File: src/rtl/wca_pkg.sv
package wca_pkg;

  // ----------------------------------------------------------------
  // encodings
  // ----------------------------------------------------------------
  localparam logic [13:0] KICK_WORD     = 14'h0064;
  localparam logic [5:0]  DEC_PREFIX    = 6'h03;
  localparam logic [5:0]  SUBF_PREFIX   = 6'h02;
  localparam logic [4:0]  SUBL_PREFIX   = 5'h1E;

  typedef enum logic [2:0] {
    OP_NONE = 3'b000,
    OP_KICK = 3'b001,
    OP_DEC  = 3'b010,
    OP_SUBL = 3'b011,
    OP_SUBF = 3'b100
  } wca_op_e;

  // ----------------------------------------------------------------
  // status bit positions and reset value
  // ----------------------------------------------------------------
  localparam int          ST_C        = 0;
  localparam int          ST_HB       = 1;
  localparam int          ST_Z        = 2;
  localparam int          ST_SLEEP    = 3;
  localparam int          ST_TIMEOUT  = 4;
  localparam logic [4:0]  STATUS_RST  = 5'h18;

  // ----------------------------------------------------------------
  // apb register map
  // ----------------------------------------------------------------
  localparam logic [7:0]  ADDR_CTRL   = 8'h00;
  localparam logic [7:0]  ADDR_WREG   = 8'h04;
  localparam logic [7:0]  ADDR_STATUS = 8'h08;
  localparam logic [7:0]  ADDR_WDOG   = 8'h0C;
  localparam logic [1:0]  CTRL_RST    = 2'h3;
  localparam int          CTRL_EXEC   = 0;
  localparam int          CTRL_WDOG   = 1;

  // ----------------------------------------------------------------
  // watchdog timing
  // ----------------------------------------------------------------
  localparam int          CLK_PERIOD_NS = 8;
  localparam int          WDT_TICK_NS   = 1000;
  localparam int          WDT_TICK_CYC  = WDT_TICK_NS / CLK_PERIOD_NS;

endpackage

File: src/rtl/wca_core.sv
`timescale 1ns/10ps
// Summary of operation
// - the fixed word 00 0000 0110 0100 decodes as the watchdog kick.
// - a kick loads the watchdog counter with zero.
// - a kick also clears the watchdog prescaler; the free-running tick divider is not reset.
// - a kick sets timeout and sleep status flags, touching no other bits.
// - decrement subtracts one from the file register at the 7-bit address.
// - decrement target bit 0 writes working register, 1 writes file register.
// - literal subtract computes literal minus working register, two's complement.
// - pattern 11 110x with 8-bit literal is literal subtract; x ignored.
// - literal subtract always writes its result to the working register.
// - file subtract is file minus working; target bit picks destination.
// - after a subtract, carry is 1 when the result is positive.
// - after a subtract, carry is 1 when the result is zero.
// - after a subtract, carry is 0 on borrow and the byte wraps.
module wca_core
  import wca_pkg::*;
(
  input  wire logic            pclk,
  input  wire logic            presetn,
  input  wire logic            psel,
  input  wire logic            penable,
  input  wire logic            pwrite,
  input  wire logic [7:0]      paddr,
  input  wire logic [31:0]     pwdata,
  output logic [31:0]          prdata,
  output logic                 pready,
  output logic                 pslverr,
  input  wire logic            instr_valid,
  input  wire logic [13:0]     instr,
  output logic [6:0]           freg_raddr,
  input  wire logic [7:0]      freg_rdata,
  output logic                 freg_we,
  output logic [6:0]           freg_waddr,
  output logic [7:0]           freg_wdata,
  output logic                 op_done,
  output logic                 wdt_kick,
  output logic                 wdt_expired
);
  import wca_pkg::*;

  // ----------------------------------------------------------------
  // declarations
  // ----------------------------------------------------------------
  wca_op_e        dec_op;
  logic           dec_dest;
  logic [6:0]     dec_addr;
  logic [7:0]     dec_lit;
  wca_op_e        ex_op_r;
  logic           ex_dest_r;
  logic [7:0]     ex_lit_r;
  logic [7:0]     w_r;
  logic [4:0]     status_r;
  logic [1:0]     ctrl_r;
  logic [7:0]     wdt_cnt_r;
  logic [7:0]     presc_r;
  logic [7:0]     tick_cnt_r;
  logic           tick;
  logic [7:0]     file_val;
  logic [7:0]     alu_a;
  logic [7:0]     alu_res;
  logic           alu_c;
  logic           alu_hb;
  logic           alu_z;
  logic           ex_sub;
  logic           ex_wr_w;
  logic           ex_wr_f;
  logic           apb_wr;
  logic           apb_setup;

  assign apb_setup = psel && !penable;
  assign apb_wr    = psel && penable && pready && pwrite;

  // ----------------------------------------------------------------
  // decode stage
  // ----------------------------------------------------------------
  wca_decode u_decode (
    .instr (instr),
    .op    (dec_op),
    .dest  (dec_dest),
    .addr  (dec_addr),
    .lit   (dec_lit)
  );

  always_ff @(posedge pclk or negedge presetn) begin
    if (!presetn) begin
      ex_op_r    <= OP_NONE;
      ex_dest_r  <= 1'b0;
      ex_lit_r   <= 8'h00;
      freg_raddr <= 7'h00;
    end else begin
      ex_op_r    <= (instr_valid && ctrl_r[CTRL_EXEC]) ? dec_op : OP_NONE;
      ex_dest_r  <= dec_dest;
      ex_lit_r   <= dec_lit;
      freg_raddr <= dec_addr;
    end
  end

  // ----------------------------------------------------------------
  // execute stage
  // ----------------------------------------------------------------
  // forward the previous write-back, the file has not stored it yet
  assign file_val = (freg_we && freg_waddr == freg_raddr) ? freg_wdata : freg_rdata;
  assign alu_a    = (ex_op_r == OP_SUBL) ? ex_lit_r : file_val;
  assign ex_sub   = (ex_op_r == OP_SUBL) || (ex_op_r == OP_SUBF);
  assign ex_wr_w  = (ex_op_r == OP_SUBL)
                 || ((ex_op_r == OP_DEC || ex_op_r == OP_SUBF) && !ex_dest_r);
  assign ex_wr_f  = (ex_op_r == OP_DEC || ex_op_r == OP_SUBF) && ex_dest_r;

  wca_alu u_alu (
    .op    (ex_op_r),
    .a     (alu_a),
    .w     (w_r),
    .res   (alu_res),
    .carry (alu_c),
    .half  (alu_hb),
    .zero  (alu_z)
  );

  always_ff @(posedge pclk or negedge presetn) begin
    if (!presetn) begin
      w_r <= 8'h00;
    end else if (ex_wr_w) begin
      w_r <= alu_res;
    end else if (apb_wr && paddr == ADDR_WREG) begin
      w_r <= pwdata[7:0];
    end
  end

  always_ff @(posedge pclk or negedge presetn) begin
    if (!presetn) begin
      freg_we    <= 1'b0;
      freg_waddr <= 7'h00;
      freg_wdata <= 8'h00;
      op_done    <= 1'b0;
    end else begin
      freg_we    <= ex_wr_f;
      freg_waddr <= freg_raddr;
      freg_wdata <= alu_res;
      op_done    <= (ex_op_r != OP_NONE);
    end
  end

  // ----------------------------------------------------------------
  // status register
  // ----------------------------------------------------------------
  always_ff @(posedge pclk or negedge presetn) begin
    if (!presetn) begin
      status_r <= STATUS_RST;
    end else if (ex_op_r == OP_KICK) begin
      status_r[ST_TIMEOUT] <= 1'b1;
      status_r[ST_SLEEP]   <= 1'b1;
    end else begin
      if (ex_sub) begin
        status_r[ST_C]  <= alu_c;
        status_r[ST_HB] <= alu_hb;
        status_r[ST_Z]  <= alu_z;
      end else if (ex_op_r == OP_DEC) begin
        status_r[ST_Z] <= alu_z;
      end else if (apb_wr && paddr == ADDR_STATUS) begin
        status_r <= pwdata[4:0];
      end
      // expiry is a one-cycle pulse: it must not be lost behind an alu op
      if (wdt_expired) begin
        status_r[ST_TIMEOUT] <= 1'b0;
      end
    end
  end

  // ----------------------------------------------------------------
  // watchdog counter and prescaler
  // ----------------------------------------------------------------
  assign tick = (tick_cnt_r == 8'(WDT_TICK_CYC - 1));

  always_ff @(posedge pclk or negedge presetn) begin
    if (!presetn) begin
      tick_cnt_r <= 8'h00;
    end else if (tick) begin
      tick_cnt_r <= 8'h00;
    end else begin
      tick_cnt_r <= tick_cnt_r + 8'h01;
    end
  end

  always_ff @(posedge pclk or negedge presetn) begin
    if (!presetn) begin
      presc_r   <= 8'h00;
      wdt_cnt_r <= 8'h00;
    end else if (ex_op_r == OP_KICK) begin
      presc_r   <= 8'h00;
      wdt_cnt_r <= 8'h00;
    end else if (ctrl_r[CTRL_WDOG] && tick) begin
      presc_r <= presc_r + 8'h01;
      if (presc_r == 8'hFF) begin
        wdt_cnt_r <= wdt_cnt_r + 8'h01;
      end
    end
  end

  always_ff @(posedge pclk or negedge presetn) begin
    if (!presetn) begin
      wdt_kick    <= 1'b0;
      wdt_expired <= 1'b0;
    end else begin
      wdt_kick    <= (ex_op_r == OP_KICK);
      wdt_expired <= ctrl_r[CTRL_WDOG] && tick && presc_r == 8'hFF
                     && wdt_cnt_r == 8'hFF && ex_op_r != OP_KICK;
    end
  end

  // ----------------------------------------------------------------
  // apb slave
  // ----------------------------------------------------------------
  always_ff @(posedge pclk or negedge presetn) begin
    if (!presetn) begin
      ctrl_r <= CTRL_RST;
    end else if (apb_wr && paddr == ADDR_CTRL) begin
      ctrl_r <= pwdata[1:0];
    end
  end

  always_ff @(posedge pclk or negedge presetn) begin
    if (!presetn) begin
      pready  <= 1'b0;
      pslverr <= 1'b0;
      prdata  <= 32'h0000_0000;
    end else begin
      pready  <= apb_setup;
      pslverr <= 1'b0;
      prdata  <= 32'h0000_0000;
      if (apb_setup) begin
        case (paddr)
          ADDR_CTRL:   prdata <= {30'h0, ctrl_r};
          ADDR_WREG:   prdata <= {24'h0, w_r};
          ADDR_STATUS: prdata <= {27'h0, status_r};
          ADDR_WDOG:   prdata <= {16'h0, presc_r, wdt_cnt_r};
          default:     pslverr <= 1'b1;
        endcase
      end
    end
  end
endmodule

File: src/rtl/wca_decode.sv
`timescale 1ns/10ps
module wca_decode
  import wca_pkg::*;
(
  input  wire logic [13:0]     instr,
  output wca_pkg::wca_op_e     op,
  output logic                 dest,
  output logic [6:0]           addr,
  output logic [7:0]           lit
);

  always_comb begin
    dest = instr[7];
    addr = instr[6:0];
    lit  = instr[7:0];
    if (instr == KICK_WORD) begin
      op = OP_KICK;
    end else if (instr[13:8] == DEC_PREFIX) begin
      op = OP_DEC;
    end else if (instr[13:9] == SUBL_PREFIX) begin
      op = OP_SUBL;
    end else if (instr[13:8] == SUBF_PREFIX) begin
      op = OP_SUBF;
    end else begin
      op = OP_NONE;
    end
  end

endmodule

File: src/rtl/wca_alu.sv
`timescale 1ns/10ps
module wca_alu
  import wca_pkg::*;
(
  input  wca_pkg::wca_op_e     op,
  input  wire logic [7:0]      a,
  input  wire logic [7:0]      w,
  output logic [7:0]           res,
  output logic                 carry,
  output logic                 half,
  output logic                 zero
);

  always_comb begin
    if (op == OP_DEC) begin
      res = a - 8'h01;
    end else begin
      res = a - w;
    end
    carry = (a >= w);
    half  = (a[3:0] >= w[3:0]);
    zero  = (res == 8'h00);
  end

endmodule

File: config.mk
export PLATFORM = sky130hd
export DESIGN_NAME = wca_core
export DESIGN_NICKNAME = d
export VERILOG_FILES = /design/src/rtl/wca_pkg.sv /design/src/rtl/wca_core.sv /design/src/rtl/wca_decode.sv /design/src/rtl/wca_alu.sv
export SDC_FILE = /design/constraint.sdc
export NUM_CORES = 1
export LEC_CHECK = 0
export ABC_AREA = 1
export BUFFER_PORTS_ARGS = -buffer_cell sky130_fd_sc_hd__buf_2
export CORE_MARGIN = 10
export CORE_UTILIZATION = 50
export CTS_BUF_LIST = sky130_fd_sc_hd__clkbuf_16
export DETAILED_ROUTE_END_ITERATION = 12
export PLACE_DENSITY = 0.75
export SLEW_MARGIN = 0
export SYNTH_ARGS = -nofsm -noshare
export SYNTH_HDL_FRONTEND = slang
export SYNTH_SLANG_ARGS = --single-unit
File: constraint.sdc
create_clock -name pclk -period 4.9 [get_ports pclk]
set_clock_uncertainty 0.05 [all_clocks]
set_input_delay 1.47 -clock pclk [delete_from_list [all_inputs] [get_ports pclk]]
set_output_delay 1.47 -clock pclk [all_outputs]
set_load 0.005 [all_outputs]
==> summary.md <==
| Metric | Value |
|---|---|
| Status | `completed` |
| Fin. Hold Viols | `0` |
| Area contributors post-synth | `dfrtp_1, nand2_1, inv_1` |
| Initial DRC Count | `~250` |
| Post-synthesis cell type count | `slightly below 50` |
| PwrDens | `between 200 and 300 nW/um^2` |
| P&R area growth vs syn | `17.00%` |
| Core Footprint | `about 9300 um^2` |
| CP required | `5.12 ns` |
| Worst-path maximum fanout | `4` |
| Worst-path clk slew | `roughly 0.060 ns` |
| CTS tree | `built` |
| H-tree Lvls | `3` |
| Relative slew slack | `0.4982` |
| Crit path launch type | `input port` |
| CTS Hold Bufs | `0` |
| Worst-skew pair later-pin latency | `around 0.34 ns` |
| # Max-Cap Violations | `0` |
| Peak supply drop | `between 0.15 and 0.2 mV` |
| Overflow after GRT | `0` |
| Vias in the first global route | `4,214` |
| DP HPWL | `~9000 um` |
| First-pass GRT wire length | `roughly 20,000 um` |
| FILL cells | `810` |
| Hold Path Class | `register to register` |
| Unrepaired setup endpoints after global routing | `false` |
| Clock buffer depth | `2` |
| Num CTS Buffers | `9` |
| Leak Pwr | `about 3.0 nW` |
| Setup TNS | `0 ns` |
| YS warnings | `0` |
| Post-synth top area share | `0.4288` |
| Primary FF master, synth | `dfrtp_1` |
| Crit path time final | `~3.5 ns` |
| Clk sinks | `87` |
| Yosys reg bits | `a little under 90` |
| Area leader, netlist | `dfrtp_1` |
| Critical Path Sink Type | `register` |
| DRC errors left | `0` |
| I/O pins | `128` |
| CP arrival | `approximately 3.7 ns` |
| First drt pass iteration count | `5` |
| WHS | `0.3885 ns` |
| Port Buffer Count | `87` |
| Peak Freq | `between 200 and 300 MHz` |
| WL/cell | `around 14 um` |
| Post-Route WL | `between 10,000 and 15,000 um` |
| Top post-synthesis cells by count | `nand2_1, inv_1, dfrtp_1` |
| Post-synth EDFFs | `0` |
| Final setup viols | `0` |
| Pin count of the biggest net entering global routing | `64` |
| Synth Instances | `~580` |
| Clock root buffer master | `clkbuf_16` |
| Max Transition Viols Final | `0` |
| Die H | `roughly 120 um` |
| GRT Total Usage | `0.1679` |
| Initial antenna violation count | `0` |
| Period utilisation layout | `0.7050` |
| Mean post-synth cell area | `roughly 8.3 um^2` |
| Layout cells sized above 1 | `0.2430` |
| Die width | `118.4 um` |
| Register area share after synthesis | `0.4505` |
| Nets | `761` |
| Async S/R FF share, synth | `1.000` |
| Worst-Margin Slew | `0.7526 ns` |
| Routed Antenna Nets | `0` |
| Post-cts resize count | `0` |
| Drt via density | `about 5.0` |
| Initial Util | `0.5192` |
| Most frequent cell after synthesis | `nand2_1` |
| WS Path Type | `input port to register` |
| Placer Congestion | `a little under 0.9` |
| Via count | `between 4,000 and 5,000` |
| Post-Synthesis Cell Area | `4843 um^2` |
| Number of inserted diodes | `0` |
| Setup bufs post-CTS | `0` |
| FP Rows | `35` |
| Die area | `about 14,000 um^2` |
==> cells in the final DEF (no fill, tap or decap), types with 3 or more instances in the layout <==
| cell type | instances |
|---|---|
| a21oi_1 | 31 |
| a221oi_1 | 4 |
| buf_2 | 86 |
| buf_4 | 4 |
| clkbuf_16 | 9 |
| clkinv_4 | 3 |
| conb_1 | 16 |
| dfrtp_1 | 83 |
| dfstp_2 | 4 |
| ha_1 | 14 |
| inv_1 | 97 |
| inv_2 | 13 |
| nand2_1 | 100 |
| nand2_2 | 14 |
| nand2_4 | 6 |
| nand3_1 | 34 |
| nand3_2 | 8 |
| nand4_1 | 8 |
| nor2_1 | 40 |
| nor2_2 | 3 |
| nor2_8 | 3 |
| nor3_1 | 19 |
| nor4_1 | 6 |
| o211ai_1 | 4 |
| o21ai_0 | 24 |
| o21ai_1 | 5 |
| o22ai_1 | 12 |
| xor2_1 | 3 |
==> report_power, final <==
group / internal [mW] / switching [mW]
Combinational: 0.0460 / 0.0840
Clock: 0.400 / 0.296
Sequential: 0.731 / 0.0109
==> path summary, 6_finish.rpt <==
check / slack, ns / startpoint / depth (start not counted) / end
max: 1.45 / freg_rdata[2] / 19 / status_r[2]$_DFFE_PN0P_
min: 0.39 / ex_lit_r[6]$_DFF_PN0_ / 0 / freg_waddr[6]$_DFF_PN0_
max reg2reg: 1.54 / ex_lit_r[5]$_DFF_PN0_ / 22 / status_r[2]$_DFFE_PN0P_
min reg2reg: 0.39 / ex_lit_r[6]$_DFF_PN0_ / 0 / freg_waddr[6]$_DFF_PN0_
max in group asynchronous: 2.78 / presetn / 2 / status_r[3]$_DFFE_PN1P_
min in group asynchronous: 1.15 / presetn / 1 / prdata[13]$_DFF_PN0_
==> flip-flops by register name, summed over array words and instances (netlist names) <==
| name | count |
|---|---|
| status_r | 5 |
| ex_lit_r | 7 |
| w_r | 8 |
| freg_wdata | 8 |
| ex_dest_r | 1 |
| ctrl_r | 2 |
| pready | 1 |
| op_done | 1 |
| wdt_cnt_r | 8 |
| wdt_expired | 1 |
| freg_we | 1 |
| presc_r | 8 |
| ex_op_r | 3 |
| tick_cnt_r | 8 |
| prdata | 16 |
| pslverr | 1 |
| freg_waddr | 7 |
| wdt_kick | 1 |
==> area by class of cell <==
class | count | area (um^2) | area share
timing repair buffer | 90 | 460.4 | 0.08125
tap | 129 | 161.4 | 0.02848
sequential | 87 | 2182 | 0.3851
clock inverter | 7 | 78.83 | 0.01391
inverter | 110 | 412.9 | 0.07286
clock buffer | 9 | 225.2 | 0.03974
multi-input combinational | 380 | 2146 | 0.3787
==> worst max-delay path, cell delays in order <==
cell,delay (ns)
buf_2,0.11
nand2_4,0.06
nand2_1,0.06
nand2_2,0.07
nand2_4,0.09
ha_1,0.35
nand2_1,0.06
o21ai_0,0.34
a21o_1,0.18
a21oi_1,0.09
o21bai_1,0.15
nand2_1,0.09
nand2_1,0.06
nand2_1,0.04
nand3_1,0.08
nand2_2,0.08
nor2_1,0.09
nand3_1,0.09
a21oi_2,0.12
==> logic make-up after synthesis <==
| group | Yosys count | share of synthesized area |
|---|---|---|
| AO/OA/AOI/OAI | 91 | 0.1111 |
| XOR/XNOR | 5 | 0.009043 |
| adder cells (fa/ha/maj) | 15 | 0.04030 |
| buffers and inverters | 132 | 0.1181 |
| flip-flops | 87 | 0.4505 |
| multiplexers | 1 | 0.002067 |
| other | 1 | 0.0007743 |
| AND/OR/NAND/NOR | 252 | 0.2681 |
==> layer usage <==
metal  vias to the layer above  share of wire  global-route usage
li1                       2048              -                   -
met1                      1887           0.45              0.2139
met2                       144           0.45              0.2677
met3                        15          0.079             0.05331
met4                         0          0.014             0.04885
met5                         -              0                   0
==> stage by stage <==
stage                     instance area [um^2]  total power, mW  setup WS [ns]    util  std cells
after floorplan                           4900           0.8293          1.538       -        599
after global placement                    5363           0.8815          1.206  0.5749        796
after detailed placement                  5363           0.8842          1.136  0.5749        796
after CTS                                 5667            1.574          1.472  0.6075        812
after global routing                      5667            1.627          1.158  0.6075        812
final                                     5667            1.568          1.445  0.6075        812
(Power assumes the default switching activity.)
